### src/shared/mifm_pkg.sv
/*
 * mifm_pkg: constants for the maskable interrupt flag mapper.
 * assumes: a byte-wide register port and 40 MHz system clock.
 */
package mifm_pkg;
   localparam int NUM_SRC = 19;
   localparam int ID_W = 5;
   // register offsets on the plain register port
   localparam logic [3:0] OFS_PEND_G0L = 4'h0;
   localparam logic [3:0] OFS_PEND_G0H = 4'h1;
   localparam logic [3:0] OFS_PEND_G1L = 4'h2;
   localparam logic [3:0] OFS_MASK_G0L = 4'h4;
   localparam logic [3:0] OFS_MASK_G0H = 4'h5;
   localparam logic [3:0] OFS_MASK_G1L = 4'h6;
   localparam logic [3:0] OFS_LV0_G0L = 4'h8;
   localparam logic [3:0] OFS_LV0_G0H = 4'h9;
   localparam logic [3:0] OFS_LV0_G1L = 4'hA;
   localparam logic [3:0] OFS_LV1_G0L = 4'hC;
   localparam logic [3:0] OFS_LV1_G0H = 4'hD;
   localparam logic [3:0] OFS_LV1_G1L = 4'hE;
   localparam logic [3:0] OFS_RISE_EN = 4'h3;
   localparam logic [3:0] OFS_FALL_EN = 4'h7;
   localparam logic [3:0] OFS_IRQ_STAT = 4'hB;
   localparam logic [3:0] OFS_IRQ_MASK = 4'hF;
   // reset values
   localparam logic [7:0] PEND_RST = 8'h00;
   localparam logic [7:0] MASK_RST = 8'hFF;
   localparam logic [7:0] LEVEL_RST = 8'hFF;
   localparam logic [7:0] EDGE_RST = 8'h00;
   localparam logic [7:0] ILLEGAL_OPCODE = 8'hFF;
   // positions of the shared serial flags in group 0 low
   localparam int BIT_TX_SHARED = 3;
   localparam int BIT_RX_SHARED = 4;
   // status bits of the block's own events
   localparam int EV_TRAP = 0;
   localparam int EV_ACK = 1;
   localparam int EV_PEND = 2;
   localparam logic [2:0] EV_RST = 3'h0;
   // internal trap reset pulse width
   localparam int TRAP_RST_NS = 100;
   localparam int CLK_NS = 25;
   localparam int TRAP_RST_CYC = (TRAP_RST_NS + CLK_NS - 1) / CLK_NS;
endpackage

### src/hdl/mifm_top.sv
/*
 * mifm_top: maskable interrupt flag mapper, pending, mask, level and
 * default-order arbitration for 19 sources, plus the illegal-opcode reset.
 * assumes: cpu core supplies global enable and in-service level and pulses
 * an acknowledge; source events are one-cycle pulses on this clock.
 */
`timescale 1ns/1ps
module mifm_top #(
   parameter bit LARGE_PKG = 1'b1
) (
   input wire logic i_clk_sys,
   input wire logic i_rst,
   input wire logic [3:0] i_addr,
   input wire logic [7:0] i_wdata,
   input wire logic i_wr,
   input wire logic i_rd,
   output logic [7:0] o_rdata,
   input wire logic i_watchdog_interval_irq,
   input wire logic [3:0] i_external_pin_irq,
   input wire logic i_uart_tx_end_irq,
   input wire logic i_sync_serial_a_end_irq,
   input wire logic i_simple_twowire_end_irq,
   input wire logic i_uart_rx_end_irq,
   input wire logic i_sync_serial_b_end_irq,
   input wire logic i_uart_rx_error_irq,
   input wire logic i_timer_ch1_upper_irq,
   input wire logic i_timer_ch0_irq,
   input wire logic i_timer_ch1_irq,
   input wire logic i_conversion_done_irq,
   input wire logic i_key_return_irq,
   input wire logic i_timer_ch3_upper_irq,
   input wire logic i_full_twowire_end_irq,
   input wire logic i_timer_ch2_irq,
   input wire logic i_timer_ch3_irq,
   input wire logic i_interval_timer_irq,
   input wire logic i_comparator_edge_irq,
   input wire logic i_global_accept_enable,
   input wire logic i_in_service_level_bit0,
   input wire logic i_in_service_level_bit1,
   input wire logic i_ack,
   input wire logic i_exec_valid,
   input wire logic [7:0] i_exec_opcode,
   input wire logic i_debug_active,
   output logic o_req,
   output logic [4:0] o_req_id,
   output logic o_trap_reset,
   output logic o_irq
);
   localparam int N = mifm_pkg::NUM_SRC;
   localparam logic [23:0] IMPL = LARGE_PKG ? 24'h07FFFF : 24'h0007FF;

   logic [23:0] pend_q;
   logic [23:0] mask_q;
   logic [23:0] lv0_q;
   logic [23:0] lv1_q;
   logic [7:0] rise_q;
   logic [7:0] fall_q;
   logic [2:0] stat_q;
   logic [2:0] smask_q;
   logic [3:0] pin_edge;
   logic [23:0] src_ev;
   logic [23:0] ack_clr;
   logic [23:0] sw_wr;
   logic [23:0] sw_data;
   logic trap_ev;
   logic cand_ok;
   logic [4:0] win_id;
   logic [1:0] win_lv;

   mifm_edge_detect #(.N(4)) u_edge (
      .i_clk_sys(i_clk_sys),
      .i_rst(i_rst),
      .i_pin(i_external_pin_irq),
      .i_rise_en(rise_q[3:0]),
      .i_fall_en(fall_q[3:0]),
      .o_edge(pin_edge)
   );

   mifm_trap_reset u_trap (
      .i_clk_sys(i_clk_sys),
      .i_rst(i_rst),
      .i_exec_valid(i_exec_valid),
      .i_exec_opcode(i_exec_opcode),
      .i_debug_active(i_debug_active),
      .o_trap_reset(o_trap_reset),
      .o_trap_event(trap_ev)
   );

   // pins 2 and 3 of the small package are dropped here by the implemented-bit mask,
   // after the synchroniser, so no logic sits in front of the first flop
   // large package placement, masked down to bits 0 to 10 for the small package
   always_comb begin
      src_ev = '0;
      src_ev[0] = i_watchdog_interval_irq;
      src_ev[1] = pin_edge[0];
      src_ev[2] = pin_edge[1];
      src_ev[mifm_pkg::BIT_TX_SHARED] = i_uart_tx_end_irq | i_sync_serial_a_end_irq |
                                        i_simple_twowire_end_irq;
      src_ev[mifm_pkg::BIT_RX_SHARED] = i_uart_rx_end_irq |
                                        (LARGE_PKG & i_sync_serial_b_end_irq);
      src_ev[5] = i_uart_rx_error_irq;
      src_ev[6] = i_timer_ch1_upper_irq;
      src_ev[7] = i_timer_ch0_irq;
      src_ev[8] = i_timer_ch1_irq;
      src_ev[9] = i_conversion_done_irq;
      src_ev[10] = i_key_return_irq;
      src_ev[11] = pin_edge[2];
      src_ev[12] = pin_edge[3];
      src_ev[13] = i_timer_ch3_upper_irq;
      src_ev[14] = i_full_twowire_end_irq;
      src_ev[15] = i_timer_ch2_irq;
      src_ev[16] = i_timer_ch3_irq;
      src_ev[17] = i_interval_timer_irq;
      src_ev[18] = i_comparator_edge_irq;
      src_ev = src_ev & IMPL;
   end

   // byte lane write decode for the three register groups
   function automatic logic [23:0] lane_wr(input logic [3:0] a, input logic [3:0] base);
      lane_wr = '0;
      if (a == base) lane_wr[7:0] = 8'hFF;
      if (a == base + 4'h1) lane_wr[15:8] = 8'hFF;
      if (a == base + 4'h2) lane_wr[23:16] = 8'hFF;
   endfunction

   assign sw_data = {3{i_wdata}};
   assign sw_wr = i_wr ? lane_wr(i_addr, mifm_pkg::OFS_PEND_G0L) : 24'h0;

   // set by source, cleared on ack
   // byte writes replace the lane, so a written one sets the flag and a written zero clears it
   always_ff @(posedge i_clk_sys) begin
      if (i_rst) begin
         pend_q <= {3{mifm_pkg::PEND_RST}};
      end else begin
         pend_q <= (((pend_q & ~sw_wr) | (sw_data & sw_wr)) & ~ack_clr | src_ev) & IMPL;
      end
   end

   always_ff @(posedge i_clk_sys) begin
      if (i_rst) begin
         mask_q <= {3{mifm_pkg::MASK_RST}};
      end else if (i_wr) begin
         mask_q <= (mask_q & ~lane_wr(i_addr, mifm_pkg::OFS_MASK_G0L)) |
                   (sw_data & lane_wr(i_addr, mifm_pkg::OFS_MASK_G0L));
      end
   end

   always_ff @(posedge i_clk_sys) begin
      if (i_rst) begin
         lv0_q <= {3{mifm_pkg::LEVEL_RST}};
         lv1_q <= {3{mifm_pkg::LEVEL_RST}};
      end else if (i_wr) begin
         lv0_q <= (lv0_q & ~lane_wr(i_addr, mifm_pkg::OFS_LV0_G0L)) |
                  (sw_data & lane_wr(i_addr, mifm_pkg::OFS_LV0_G0L));
         lv1_q <= (lv1_q & ~lane_wr(i_addr, mifm_pkg::OFS_LV1_G0L)) |
                  (sw_data & lane_wr(i_addr, mifm_pkg::OFS_LV1_G0L));
      end
   end

   always_ff @(posedge i_clk_sys) begin
      if (i_rst) begin
         rise_q <= mifm_pkg::EDGE_RST;
         fall_q <= mifm_pkg::EDGE_RST;
      end else if (i_wr && i_addr == mifm_pkg::OFS_RISE_EN) begin
         rise_q <= i_wdata;
      end else if (i_wr && i_addr == mifm_pkg::OFS_FALL_EN) begin
         fall_q <= i_wdata;
      end
   end

   // lowest index wins among equal levels
   // bit 3 mask and level shared by its sources
   // bit 4 mask and level shared by its sources
   always_comb begin
      cand_ok = 1'b0;
      win_id = 5'h0;
      win_lv = 2'h3;
      for (int i = N - 1; i >= 0; i--) begin
         if (pend_q[i] && !mask_q[i] && (!cand_ok || {lv1_q[i], lv0_q[i]} <= win_lv)) begin
            cand_ok = 1'b1;
            win_id = 5'(i);
            win_lv = {lv1_q[i], lv0_q[i]};
         end
      end
   end

   assign o_req = cand_ok && i_global_accept_enable &&
                  (win_lv < {i_in_service_level_bit1, i_in_service_level_bit0});
   assign o_req_id = win_id;

   always_comb begin
      ack_clr = '0;
      if (i_ack && o_req) ack_clr[win_id] = 1'b1;
   end

   // block events: sticky status, write one to clear, set wins
   always_ff @(posedge i_clk_sys) begin
      if (i_rst) begin
         stat_q <= mifm_pkg::EV_RST;
      end else begin
         stat_q[mifm_pkg::EV_TRAP] <= trap_ev ||
            (stat_q[mifm_pkg::EV_TRAP] &&
             !(i_wr && i_addr == mifm_pkg::OFS_IRQ_STAT && i_wdata[mifm_pkg::EV_TRAP]));
         stat_q[mifm_pkg::EV_ACK] <= (i_ack && o_req) ||
            (stat_q[mifm_pkg::EV_ACK] &&
             !(i_wr && i_addr == mifm_pkg::OFS_IRQ_STAT && i_wdata[mifm_pkg::EV_ACK]));
         stat_q[mifm_pkg::EV_PEND] <= (|src_ev) ||
            (stat_q[mifm_pkg::EV_PEND] &&
             !(i_wr && i_addr == mifm_pkg::OFS_IRQ_STAT && i_wdata[mifm_pkg::EV_PEND]));
      end
   end

   always_ff @(posedge i_clk_sys) begin
      if (i_rst) begin
         smask_q <= 3'h7;
      end else if (i_wr && i_addr == mifm_pkg::OFS_IRQ_MASK) begin
         smask_q <= i_wdata[2:0];
      end
   end

   assign o_irq = |(stat_q & ~smask_q);

   always_ff @(posedge i_clk_sys) begin
      if (i_rst) begin
         o_rdata <= 8'h00;
      end else if (i_rd) begin
         case (i_addr)
            mifm_pkg::OFS_PEND_G0L: o_rdata <= pend_q[7:0];
            mifm_pkg::OFS_PEND_G0H: o_rdata <= pend_q[15:8];
            mifm_pkg::OFS_PEND_G1L: o_rdata <= pend_q[23:16];
            mifm_pkg::OFS_MASK_G0L: o_rdata <= mask_q[7:0];
            mifm_pkg::OFS_MASK_G0H: o_rdata <= mask_q[15:8];
            mifm_pkg::OFS_MASK_G1L: o_rdata <= mask_q[23:16];
            mifm_pkg::OFS_LV0_G0L: o_rdata <= lv0_q[7:0];
            mifm_pkg::OFS_LV0_G0H: o_rdata <= lv0_q[15:8];
            mifm_pkg::OFS_LV0_G1L: o_rdata <= lv0_q[23:16];
            mifm_pkg::OFS_LV1_G0L: o_rdata <= lv1_q[7:0];
            mifm_pkg::OFS_LV1_G0H: o_rdata <= lv1_q[15:8];
            mifm_pkg::OFS_LV1_G1L: o_rdata <= lv1_q[23:16];
            mifm_pkg::OFS_RISE_EN: o_rdata <= rise_q;
            mifm_pkg::OFS_FALL_EN: o_rdata <= fall_q;
            mifm_pkg::OFS_IRQ_STAT: o_rdata <= {5'h00, stat_q};
            default: o_rdata <= {5'h00, smask_q};
         endcase
      end else begin
         o_rdata <= 8'h00;
      end
   end

   chk_pend_reset: assert property (@(posedge i_clk_sys)
      i_rst |=> (pend_q == 24'h0) && (mask_q == 24'hFFFFFF))
      else $error("flags not at reset values");
   chk_mask_blocks: assert property (@(posedge i_clk_sys) disable iff (i_rst)
      o_req |-> !mask_q[o_req_id] && pend_q[o_req_id])
      else $error("request from masked or idle source");
   chk_tx_shared: assert property (@(posedge i_clk_sys) disable iff (i_rst)
      (i_sync_serial_a_end_irq || i_simple_twowire_end_irq) |=> pend_q[3])
      else $error("shared tx flag not set");
   chk_accept_gate: assert property (@(posedge i_clk_sys) disable iff (i_rst)
      o_req |-> i_global_accept_enable &&
               ({lv1_q[o_req_id], lv0_q[o_req_id]} <
                {i_in_service_level_bit1, i_in_service_level_bit0}))
      else $error("request without acceptance");
   chk_ack_clears: assert property (@(posedge i_clk_sys) disable iff (i_rst)
      (i_ack && o_req && !src_ev[o_req_id]) |=> !pend_q[$past(o_req_id)])
      else $error("acknowledged flag stayed set");
   chk_order_tie: assert property (@(posedge i_clk_sys) disable iff (i_rst)
      (o_req && o_req_id != 5'h0 && pend_q[0] && !mask_q[0]) |->
      ({lv1_q[0], lv0_q[0]} > {lv1_q[o_req_id], lv0_q[o_req_id]}))
      else $error("default order not respected");
   cov_req: cover property (@(posedge i_clk_sys) o_req && i_ack);
   cov_trap: cover property (@(posedge i_clk_sys) o_trap_reset);
   cov_shared_rx: cover property (@(posedge i_clk_sys) i_sync_serial_b_end_irq ##1 o_req);
endmodule

### src/hdl/mifm_edge_detect.sv
/*
 * mifm_edge_detect: synchronises external pin levels and flags edges.
 * assumes: pins are asynchronous; enables come from same-clock registers.
 */
`timescale 1ns/1ps
module mifm_edge_detect #(
   parameter int N = 4
) (
   input wire logic i_clk_sys,
   input wire logic i_rst,
   input wire logic [N-1:0] i_pin,
   input wire logic [N-1:0] i_rise_en,
   input wire logic [N-1:0] i_fall_en,
   output logic [N-1:0] o_edge
);
   logic [N-1:0] meta_q;
   logic [N-1:0] sync_q;
   logic [N-1:0] last_q;

   always_ff @(posedge i_clk_sys) begin
      if (i_rst) begin
         meta_q <= '0;
         sync_q <= '0;
      end else begin
         meta_q <= i_pin;
         sync_q <= meta_q;
      end
   end

   // last level follows the synchronised level only
   always_ff @(posedge i_clk_sys) begin
      if (i_rst) begin
         last_q <= '0;
      end else begin
         last_q <= sync_q;
      end
   end

   assign o_edge = (i_rise_en & sync_q & ~last_q) | (i_fall_en & ~sync_q & last_q);
endmodule

### src/hdl/mifm_trap_reset.sv
/*
 * mifm_trap_reset: internal reset on the illegal opcode.
 * assumes: opcode strobe is one cycle per executed instruction.
 */
`timescale 1ns/1ps
module mifm_trap_reset (
   input wire logic i_clk_sys,
   input wire logic i_rst,
   input wire logic i_exec_valid,
   input wire logic [7:0] i_exec_opcode,
   input wire logic i_debug_active,
   output logic o_trap_reset,
   output logic o_trap_event
);
   logic [3:0] cnt_q;

   assign o_trap_event = i_exec_valid && !i_debug_active &&
                         (i_exec_opcode == mifm_pkg::ILLEGAL_OPCODE);

   always_ff @(posedge i_clk_sys) begin
      if (i_rst) begin
         cnt_q <= 4'h0;
      end else if (o_trap_event) begin
         cnt_q <= 4'(mifm_pkg::TRAP_RST_CYC);
      end else if (cnt_q != 4'h0) begin
         cnt_q <= cnt_q - 4'h1;
      end
   end

   assign o_trap_reset = (cnt_q != 4'h0);

   chk_trap_no_debug: assert property (@(posedge i_clk_sys) disable iff (i_rst)
      (i_exec_valid && i_debug_active) |=> (cnt_q == $past(cnt_q) - 4'h1) || (cnt_q == 4'h0))
      else $error("trap reset raised during debug");
   chk_trap_raise: assert property (@(posedge i_clk_sys) disable iff (i_rst)
      (i_exec_valid && !i_debug_active && i_exec_opcode == 8'hFF) |=> o_trap_reset [*4])
      else $error("illegal opcode gave no reset pulse");
endmodule

### config.mk
export PLATFORM = sky130hd
export DESIGN_NAME = mifm_top
export DESIGN_NICKNAME = d
export VERILOG_FILES = /design/src/shared/mifm_pkg.sv /design/src/hdl/mifm_top.sv /design/src/hdl/mifm_edge_detect.sv /design/src/hdl/mifm_trap_reset.sv
export SDC_FILE = /design/constraint.sdc
export NUM_CORES = 1
export LEC_CHECK = 0
export BUFFER_PORTS_ARGS = -buffer_cell sky130_fd_sc_hd__buf_2
export CORE_MARGIN = 4
export CORE_UTILIZATION = 49
export CTS_BUF_LIST = sky130_fd_sc_hd__clkbuf_8
export DETAILED_ROUTE_END_ITERATION = 16
export GPL_TIMING_DRIVEN = 0
export MAX_ROUTING_LAYER = met4
export PLACE_DENSITY = 0.66
export SLEW_MARGIN = 20
export SYNTH_ARGS = -nofsm -noshare
export SYNTH_HDL_FRONTEND = slang
export SYNTH_SLANG_ARGS = --single-unit
### constraint.sdc
create_clock -name i_clk_sys -period 48.4 [get_ports i_clk_sys]
set_input_delay 7.26 -clock i_clk_sys [delete_from_list [all_inputs] [get_ports i_clk_sys]]
set_output_delay 7.26 -clock i_clk_sys [all_outputs]
set_load 0.03 [all_outputs]
Yosys cells after proc, flatten, opt, wreduce, memory -nomap -nowiden
Index checks and enable logic that the tools add are counted.
Word-level totals
  register bits: 137
  bits in latches: 0
  bits in writable memories: 0
  bits in read-only memories: 0
  bits of input ports: 52
  memories kept: 0
Cells by class
  add/sub/neg operators: 1
  multiply operators: 0
  div/mod/pow operators: 0
  magnitude comparators: 21
  equality and inequality tests: 16
  shift-type cells: 0
  muxes and demuxes: 94
  bitwise logic cells: 33
  reduce and logical (&&, ||, !) cells: 123
Operators by type and width (number)
  8-bit two-way mux: 29
  24-bit AND: 6
  8-bit case mux with 15 select lines: 1
  5-bit two-way mux: 19
  24-bit inverter: 3
  24-bit bitwise OR: 3
  19-bit AND: 3
  1-bit logical AND: 53
  1-bit zero test: 41
  19-bit two-way mux: 2
  2-bit two-way mux: 19
  19-bit inverter: 2
  19-bit bitwise OR: 2
  2-bit <= comparator: 18
  4-bit == test, second input constant: 8
  1-bit logical OR: 21
  1-bit two-way mux: 20
  19-bit OR reduction: 1
  4-bit AND: 4
  4-bit by 3-bit == test with 1-bit output, second input constant: 4
  3-bit two-way mux: 3
  4-bit by 2-bit == test with 1-bit output, second input constant: 2
  8-bit == test, second input constant: 1
  4-bit inverter: 2
  other kinds (17): 21

Depth between registers and ports, before layout
Gate-level depths: netlist of run 1.
  depth in word-level cells: 83
  mapped depth: 135

Cells and area by module
A second synthesis of run 1 with hierarchy kept.
Unflattened totals
  cells, all modules: 1081
  area, all modules: 8998.6 um^2
By module, submodules not included
  mifm_top: instances 1, cells an instance 1020, area an instance 8354.3 um^2, seq. area each 2422.3 um^2
  mifm_edge_detect: instances 1, cells an instance 37, area an instance 421.7 um^2, seq. area each 240.2 um^2
  mifm_trap_reset: instances 1, cells an instance 24, area an instance 222.7 um^2, seq. area each 80.1 um^2

Least setup slack after synthesis of run 1
Ideal clock, no wire load.
  path kind: register to output
  start point: reg (tool-made name)
  end point: out o_req
  arrival: 21.780 ns
  setup slack: 19.360 ns
  stages on the path, launching flop included: 124
  path buffers: 0
  cell sequence: dfxtp_1 > nand2b_1 > nor2_1 > ha_1 > nor2b_1 > o211a_1 > or3_1 > nand2_1 > ha_1 > nor2b_1 > o21ai_0 > o21ai_0 > a31oi_1 > ha_1 > nor2b_1 > o21ai_0 > o21ai_1 > nand2_1 > [... 88 more ...] > nand2_1 > o21a_1 > ha_1 > a21oi_1 > a21oi_1 > a21oi_1 > nor3_1 > a31o_2 > ha_1 > nor2b_1 > o21ai_0 > nand2b_1 > o31ai_1 > o21ai_0 > ha_1 > a21oi_1 > o31ai_1 > a31oi_1
RTL lines
  end, declared: line mifm_top.sv:44  | output logic o_req,

Worst setup path in the final report of run 1
  start point: reg pend_q[18]
  end point: out o_req
Between the ends
  word-level cells in the longest chain between the ends: 76
Ends and longest elaborated chain
  start, declared: line mifm_top.sv:52  | logic [23:0] pend_q;
  start signal, assigned: line mifm_top.sv:133  | pend_q <= {3{mifm_pkg::PEND_RST}};
  start signal, assigned: line mifm_top.sv:135  | pend_q <= (((pend_q & ~sw_wr) | (sw_data & sw_wr)) & ~ack_clr | src_ev) & IMPL;
  1-bit logical AND (*): line mifm_top.sv:179  | if (pend_q[i] && !mask_q[i] && (!cand_ok || {lv1_q[i], lv0_q[i]} <= win_lv)) begin
  2-bit two-way mux or 1-bit two-way mux (tied branches): line mifm_top.sv:179
  2-bit <= comparator or 1-bit zero test (tied branches): line mifm_top.sv:179
  1-bit logical OR: line mifm_top.sv:179
  1-bit logical AND: line mifm_top.sv:179
  2-bit two-way mux or 1-bit two-way mux (tied branches): line mifm_top.sv:179
  2-bit <= comparator or 1-bit zero test (tied branches): line mifm_top.sv:179
  1-bit logical OR: line mifm_top.sv:179
  [... 60 more ...]
  1-bit logical AND: line mifm_top.sv:179
  2-bit two-way mux or 1-bit two-way mux (tied branches): line mifm_top.sv:179
  2-bit <= comparator or 1-bit zero test (tied branches): line mifm_top.sv:179
  1-bit logical OR: line mifm_top.sv:179
  1-bit logical AND: line mifm_top.sv:179
  2-bit two-way mux or 1-bit two-way mux (tied branches): line mifm_top.sv:179
  2-bit < comparator or 1-bit logical AND (tied branches): line mifm_top.sv:188, mifm_top.sv:187
  1-bit logical AND (*): line mifm_top.sv:187  | assign o_req = cand_ok && i_global_accept_enable &&
Every way passes the cells marked *; elsewhere a longest branch is shown, timed or not.

==> results by group, run 1 <==
Synthesis
  • Post-Synthesis Cells: 1048
  • Seq cells post-synth: 137
  • Distinct cells, synth: 76
  • Top-area cell type share of the netlist area: 32.09%
  • Count leader, synth: nand2_1
  • Register area share after synthesis: 32.09%
  • Post-Syn Area: 0.008546 mm^2
  • Post-synth EDFFs: 0
  • Yosys Warn Count: 0
  • Asr flop ratio synth: 0%
  • Yosys top cell by area: dfxtp_1
  • Syn_area_per_cell: 8.154 um^2
  • Mapped Nets: 1138
  • Synth top area cells: dfxtp_1 32%, mux2i_1 11%, nand2_1 6.6%
  • Synth cell count leaders: 151 x nand2_1, 137 x dfxtp_1, 100 x nor2_1
  • Ys flop type: dfxtp_1

Global routing
  • Largest net degree at the start of global routing: 17
  • Initial antenna violation count: 0
  • First-pass GRT wire length: 48440 um
  • GRT overflow: 0
  • GRT Total Usage: 33.48%
  • Vias in the first global route: 7953
  • Met1 Use GR: 45.56%
  • Met3 Use GR: 6.282%
  • Met2 Track Usage GR: 50.54%
  • GRT Max-Usage Layer: met2

CTS
  • Hold-fix buffers at CTS: 0
  • CTS-repair resized insts: 0
  • CTS tree: done
  • Maximum clock path buffer count: 2
  • Clock sinks: 137
  • H-tree Lvls: 4
  • CTS Root Cell: clkbuf_8
  • Clock latency on the worst-skew pair: 0.48 ns
  • CTS buffer count: 17
  • Clk slew on worst S/H paths: 0.08 ns
  • Number of setup buffers added after CTS: 0

Floorplanning
  • Row count: 48
  • Die height: 140.1 um
  • Die area: 0.01962 mm^2
  • Io pins: 68
  • Core area: 0.01718 mm^2
  • Chip Width: 140.1 um
  • Initial Util: 49.75%

Routing
  • TritonRoute pass-1 iters: 10
  • Number of DRC markers in iteration 0: 868
  • Total Routed Length: 31970 um
  • DR DRC count: 0
  • Final ANT Viol Nets: 0
  • Vias: 8433
  • Via/cell ratio: 6.155
  • WL per Instance: 23.33 um

Final layout
  • Nets: 1222
  • Layout overhead on the synthesized area: 11.55%
  • Design Area, Final: 0.009533 mm^2
  • Final core utilization: 55.50%
  • Layout cells sized above 1: 12.23%
  • Fin cells: 1370
  • Ant diodes: 0

Power
  • Leakage: 3.856 nW
  • Pwr/cell area: 26.55 mW/mm^2
  • Maximum VDD drop: 0.00002457 V

Setup path
  • Worst-path fanout max: 9
  • Cell mode on critical path: ha_1
  • Arr. time, crit path: 26.80 ns
  • Worst endpoint required time: 41.14 ns
  • Crit end category: primary output
  • Startpoint Class: flop
  • Worst path slowest cell: a221oi_1
  • Setup CP Type: flop to primary output
  • CP peak stage delay: 0.63 ns

STA
  • Skew final: 0.01948 ns
  • FMAX: 0.02936 GHz
  • Min Tclk post-route: 34.06 ns
  • Worst-margin pin slew: 1.192 ns
  • Setup TNS: 0 ns
  • Max Slew Vio Count: 0
  • Slew headroom: 18.48%
  • Final Cycle Share: 70.37%
  • Final hold violations: 0
  • RSZ-0062 raised after global routing: no
  • Final setup viols: 0

Outcome
  • Status: finished, final reports clean

Placement
  • Final GP Congestion: 1.035
  • Placed Cells: 1338
  • Final HPWL DP: 24750 um
  • Port Buf Inserts: 63
  • Dpl cell area: 0.009168 mm^2

Worst hold path
  • Hold Crit Class: flop to flop

Run
  • Maxcap violations: 0
[worst max-delay path, delay by kind of cell (launching register included)]
family | cells | cell delay, ns
buffers and inverters | 3 | 0.36
flip-flops | 1 | 0.49
AO/OA/AOI/OAI | 54 | 11.98
adder cells (fa/ha/maj) | 19 | 5.19
AND/OR/NAND/NOR | 42 | 6.75
multiplexers | 5 | 1.53
[cell usage in the layout, fill, tap and decap left out, types with 5 or more instances in the layout]
| master | netlist | layout |
|---|---|---|
| o41a_1 | 7 | 7 |
| inv_1 | 38 | 40 |
| mux2_2 | 18 | 18 |
| o21a_1 | 7 | 7 |
| clkinv_4 | 0 | 5 |
| nand2_1 | 151 | 151 |
| buf_2 | 0 | 63 |
| dfxtp_1 | 137 | 137 |
| nor4_1 | 5 | 5 |
| a32oi_1 | 7 | 7 |
| a21oi_1 | 40 | 40 |
| nor3_1 | 20 | 18 |
| nor2b_1 | 44 | 44 |
| nor2_1 | 100 | 100 |
| o21ai_0 | 61 | 61 |
| clkbuf_8 | 0 | 17 |
| o311a_1 | 5 | 5 |
| and2_1 | 7 | 7 |
| a211o_1 | 7 | 7 |
| nand3_1 | 24 | 24 |
| o211ai_1 | 26 | 26 |
| nand3b_1 | 5 | 5 |
| clkbuf_1 | 42 | 42 |
| a31oi_1 | 21 | 21 |
| mux2i_1 | 93 | 93 |
| a221oi_1 | 7 | 7 |
| nand4_1 | 5 | 5 |
| nand2b_1 | 25 | 25 |
| a22o_1 | 9 | 9 |
| buf_1 | 5 | 5 |
| ha_1 | 38 | 38 |
[path summary, 6_finish.rpt]
kind,start,cells past startpoint,slack [ns],end
max,pend_q[18],123,14.34,o_req
min,u_edge.meta_q[3],1,0.44,u_edge.sync_q[3]
max reg2reg,pend_q[18],124,21.06,pend_q[4]
min reg2reg,u_edge.meta_q[3],1,0.44,u_edge.sync_q[3]
[per-stage QoR]
step	setup WS [ns]	hold slack (ns)	total power, mW
after floorplan	19.36	0.4138	0.1496
after global placement	15.43	0.4159	0.1646
after detailed placement	15.29	0.4272	0.1650
after CTS	14.69	0.4463	0.2524
after global routing	11.79	0.4630	0.2624
final	14.34	0.4417	0.2531
[area by class of cell]
class | instances | area, um^2
Fill cell | 1679 | 7644
Multi-Input combinational cell | 824 | 5479
Sequential cell | 137 | 2743
Timing Repair Buffer | 65 | 330.3
Tap cell | 225 | 281.5
Clock buffer | 17 | 234.0
Buffer | 48 | 187.7
Inverter | 39 | 146.4
Clock inverter | 15 | 131.4
[power by group]
| group | internal, mW | switching [mW] |
|---|---|---|
| Clock | 0.0405 | 0.0490 |
| Combinational | 0.0152 | 0.0269 |
| Sequential | 0.117 | 0.00451 |
| Total | 0.173 | 0.0805 |
[metal layers]
layer / up-vias / share of wire, %
met1: 4004 / 44
met2: 376 / 44
li1: 3989 / -
met5: - / 0
met3: 64 / 8.9
met4: 0 / 2.9
[logic make-up (layout without fill, tap and decap cells)]
group / Yosys count / count (layout) / share of synthesized area [%]
buf+inv: 87 / 184 / 3.909
simple gates: 410 / 410 / 22.68
xor+xnor: 1 / 1 / 0.1025
compound gates: 261 / 261 / 21.60
fa+ha+maj: 38 / 38 / 5.564
mux: 114 / 114 / 14.06
flops: 137 / 137 / 32.09
No activity file was read; power rests on OpenSTA's default activity.
==> run 2: changes to the inputs <==
--- a/config.mk
+++ b/config.mk
@@ -5,6 +5,7 @@
 export SDC_FILE = /design/constraint.sdc
 export NUM_CORES = 1
 export LEC_CHECK = 0
+export ABC_AREA = 1
 export BUFFER_PORTS_ARGS = -buffer_cell sky130_fd_sc_hd__buf_2
 export CORE_MARGIN = 4
 export CORE_UTILIZATION = 49
@@ -12,7 +13,7 @@
 export DETAILED_ROUTE_END_ITERATION = 16
 export GPL_TIMING_DRIVEN = 0
 export MAX_ROUTING_LAYER = met4
-export PLACE_DENSITY = 0.66
+export PLACE_DENSITY = 0.67
 export SLEW_MARGIN = 20
 export SYNTH_ARGS = -nofsm -noshare
 export SYNTH_HDL_FRONTEND = slang
==> constraint.sdc (replaced) <==
create_clock -name i_clk_sys -period 31.7 [get_ports i_clk_sys]
set_input_delay 4.755 -clock i_clk_sys [delete_from_list [all_inputs] [get_ports i_clk_sys]]
set_output_delay 4.755 -clock i_clk_sys [all_outputs]
set_load 0.03 [all_outputs]
==> results by group, run 2 <==
Synthesis
  • XOR/XNOR share of the synthesized area: 0%
  • Post-Syn Area: 0.007961 mm^2
  • Post-synthesis simple-gate area fraction: 26.61%
  • Ys flop type: dfxtp_1
  • Post-synthesis mux area share: 0%
  • Top-area cell type share of the netlist area: 34.45%
  • Post-synthesis compound-gate area fraction: 22.41%
  • Post-synth EDFFs: 0
  • Seq cells post-synth: 137
  • Synth cell count leaders: 248 x nand2_1, 176 x inv_1, 137 x dfxtp_1
  • Adder-cell share of the synthesized area: 5.972%
  • Asr flop ratio synth: 0%
  • Syn_area_per_cell: 6.887 um^2
  • Post-Synthesis Cells: 1156
  • Count leader, synth: nand2_1
  • Largest family of logic cells by synthesized area: simple AND/OR/NAND/NOR gates
  • Synth top area cells: dfxtp_1 34%, nand2_1 12%, inv_1 8.3%
  • Mapped Nets: 1246
  • Yosys top cell by area: dfxtp_1
  • Yosys Warn Count: 0
  • Register area share after synthesis: 34.45%
  • Distinct cells, synth: 45

Run
  • Maxcap violations: 0

Floorplanning
  • Die area: 0.01835 mm^2
  • Chip Width: 135.5 um
  • Io pins: 68
  • Die height: 135.5 um
  • Row count: 46
  • Initial Util: 50.12%
  • Core area: 0.01589 mm^2

STA
  • Final setup viols: 0
  • Final Cycle Share: 78.01%
  • Final hold violations: 0
  • Max Slew Vio Count: 0
  • Slew headroom: 41.16%
  • FMAX: 0.04044 GHz
  • RSZ-0062 raised after global routing: no
  • Min Tclk post-route: 24.73 ns
  • Setup TNS: 0 ns
  • Skew final: 0.009177 ns
  • Worst-margin pin slew: 0.8826 ns

CTS
  • Maximum clock path buffer count: 2
  • Clock latency on the worst-skew pair: 0.47 ns
  • Hold-fix buffers at CTS: 0
  • CTS buffer count: 17
  • Number of setup buffers added after CTS: 0
  • Clock sinks: 137
  • H-tree Lvls: 4
  • Clk slew on worst S/H paths: 0.08 ns
  • CTS-repair resized insts: 0
  • CTS Root Cell: clkbuf_8
  • CTS tree: done

Final layout
  • Multi-input logic area: 0.004378 mm^2
  • Ant diodes: 0
  • Final core utilization: 56.20%
  • Storage element area: 0.002743 mm^2
  • Most frequent cells in the layout: 248 x nand2_1, 176 x inv_1, 137 x dfxtp_1, 96 x nor2_1, 82 x a21oi_1
  • Layout overhead on the synthesized area: 12.13%
  • # fillers: 1614
  • Most common cell after layout, fill and taps aside: nand2_1
  • Design Area, Final: 0.008927 mm^2
  • Nets: 1323
  • Layout cells sized above 1: 12.12%

Setup path
  • Worst path slowest cell: dfxtp_1
  • Setup CP Type: flop to primary output
  • CP peak stage delay: 0.49 ns
  • Crit end category: primary output
  • Arr. time, crit path: 19.97 ns
  • Worst endpoint required time: 26.95 ns
  • Cell mode on critical path: nand2_1
  • R2R Setup Slk: 11.93 ns
  • Worst-path fanout max: 8
  • Startpoint Class: flop

Placement
  • Dpl cell area: 0.008522 mm^2
  • Port Buf Inserts: 58
  • Final GP Congestion: 0.9560
  • Final HPWL DP: 21090 um

Power
  • Leakage: 4.206 nW
  • Maximum VDD drop: 0.00004348 V
  • Pwr/cell area: 44.57 mW/mm^2

Routing
  • TritonRoute pass-1 iters: 8
  • WL per Instance: 18.53 um
  • Via/cell ratio: 5.635
  • Final ANT Viol Nets: 0
  • Number of DRC markers in iteration 0: 782
  • DR DRC count: 0
  • Total Routed Length: 27100 um
  • Vias: 8238

Global routing
  • Largest net degree at the start of global routing: 17
  • First-pass GRT wire length: 41440 um
  • Initial antenna violation count: 0
  • Vias in the first global route: 7442
  • GRT overflow: 0
  • GRT Total Usage: 30.75%

Outcome
  • Status: finished, final reports clean

Worst hold path
  • Hold Crit Class: flop to flop
-- run 2: where the power goes --
group	switching, mW	internal (mW)
Combinational	0.0425	0.0203
Clock	0.0762	0.0745
Sequential	0.00527	0.179
-- run 2: per-layer routing --
layer  vias up  wire [um]  global-route usage, %
met5         -          0                      -
met4         0       1032                  11.53
met3        72       2166                  4.681
met2       353      11930                  47.43
met1      3760      11970                  40.97
li1       4053          -                      -
-- run 2: path summary, 6_finish.rpt --
path	endpoint	cells after the start	from
max	o_req	137	pend_q[18]
min	u_edge.sync_q[1]	2	u_edge.meta_q[1]
max reg2reg	pend_q[16]	140	pend_q[18]
min reg2reg	u_edge.sync_q[1]	2	u_edge.meta_q[1]
-- run 2: area by class of cell --
cell class | count | area share (%)
Tap cell | 216 | 3.027
Multi-Input combinational cell | 799 | 49.04
Sequential cell | 137 | 30.72
Buffer | 38 | 1.766
Timing Repair Buffer | 58 | 3.252
Inverter | 182 | 7.652
Clock inverter | 13 | 1.612
Clock buffer | 19 | 2.929
-- run 2: logic make-up after synthesis --
logic type                 count (synthesis)
and+or+nand+nor                          478
DFF                                      137
adders and majority gates                 38
AOI/OAI and AO/OA                        283
buffers and inverters                    220
-- run 2: worst max-delay path, delay by kind of cell (launching register included) --
kind / cells / cell delay [ns]
adder cells (fa/ha/maj): 19 / 5.18
flip-flops: 1 / 0.49
AO/OA/AOI/OAI: 38 / 4.52
buffers and inverters: 15 / 1.57
AND/OR/NAND/NOR: 65 / 7.74
-- run 2: stage by stage --
stage / instances / worst slack, ns / hold slack (ns) / power [mW]
3_3_place_gp: 1430 / 7.861 / 0.3883 / 0.2493
2_1_floorplan: 1156 / 9.993 / 0.3883 / 0.2295
5_1_grt: 1462 / 4.562 / 0.4199 / 0.4115
6_report: 1462 / 6.972 / 0.4066 / 0.3979
3_5_place_dp: 1430 / 7.613 / 0.3942 / 0.2500
4_1_cts: 1462 / 7.039 / 0.4065 / 0.3967
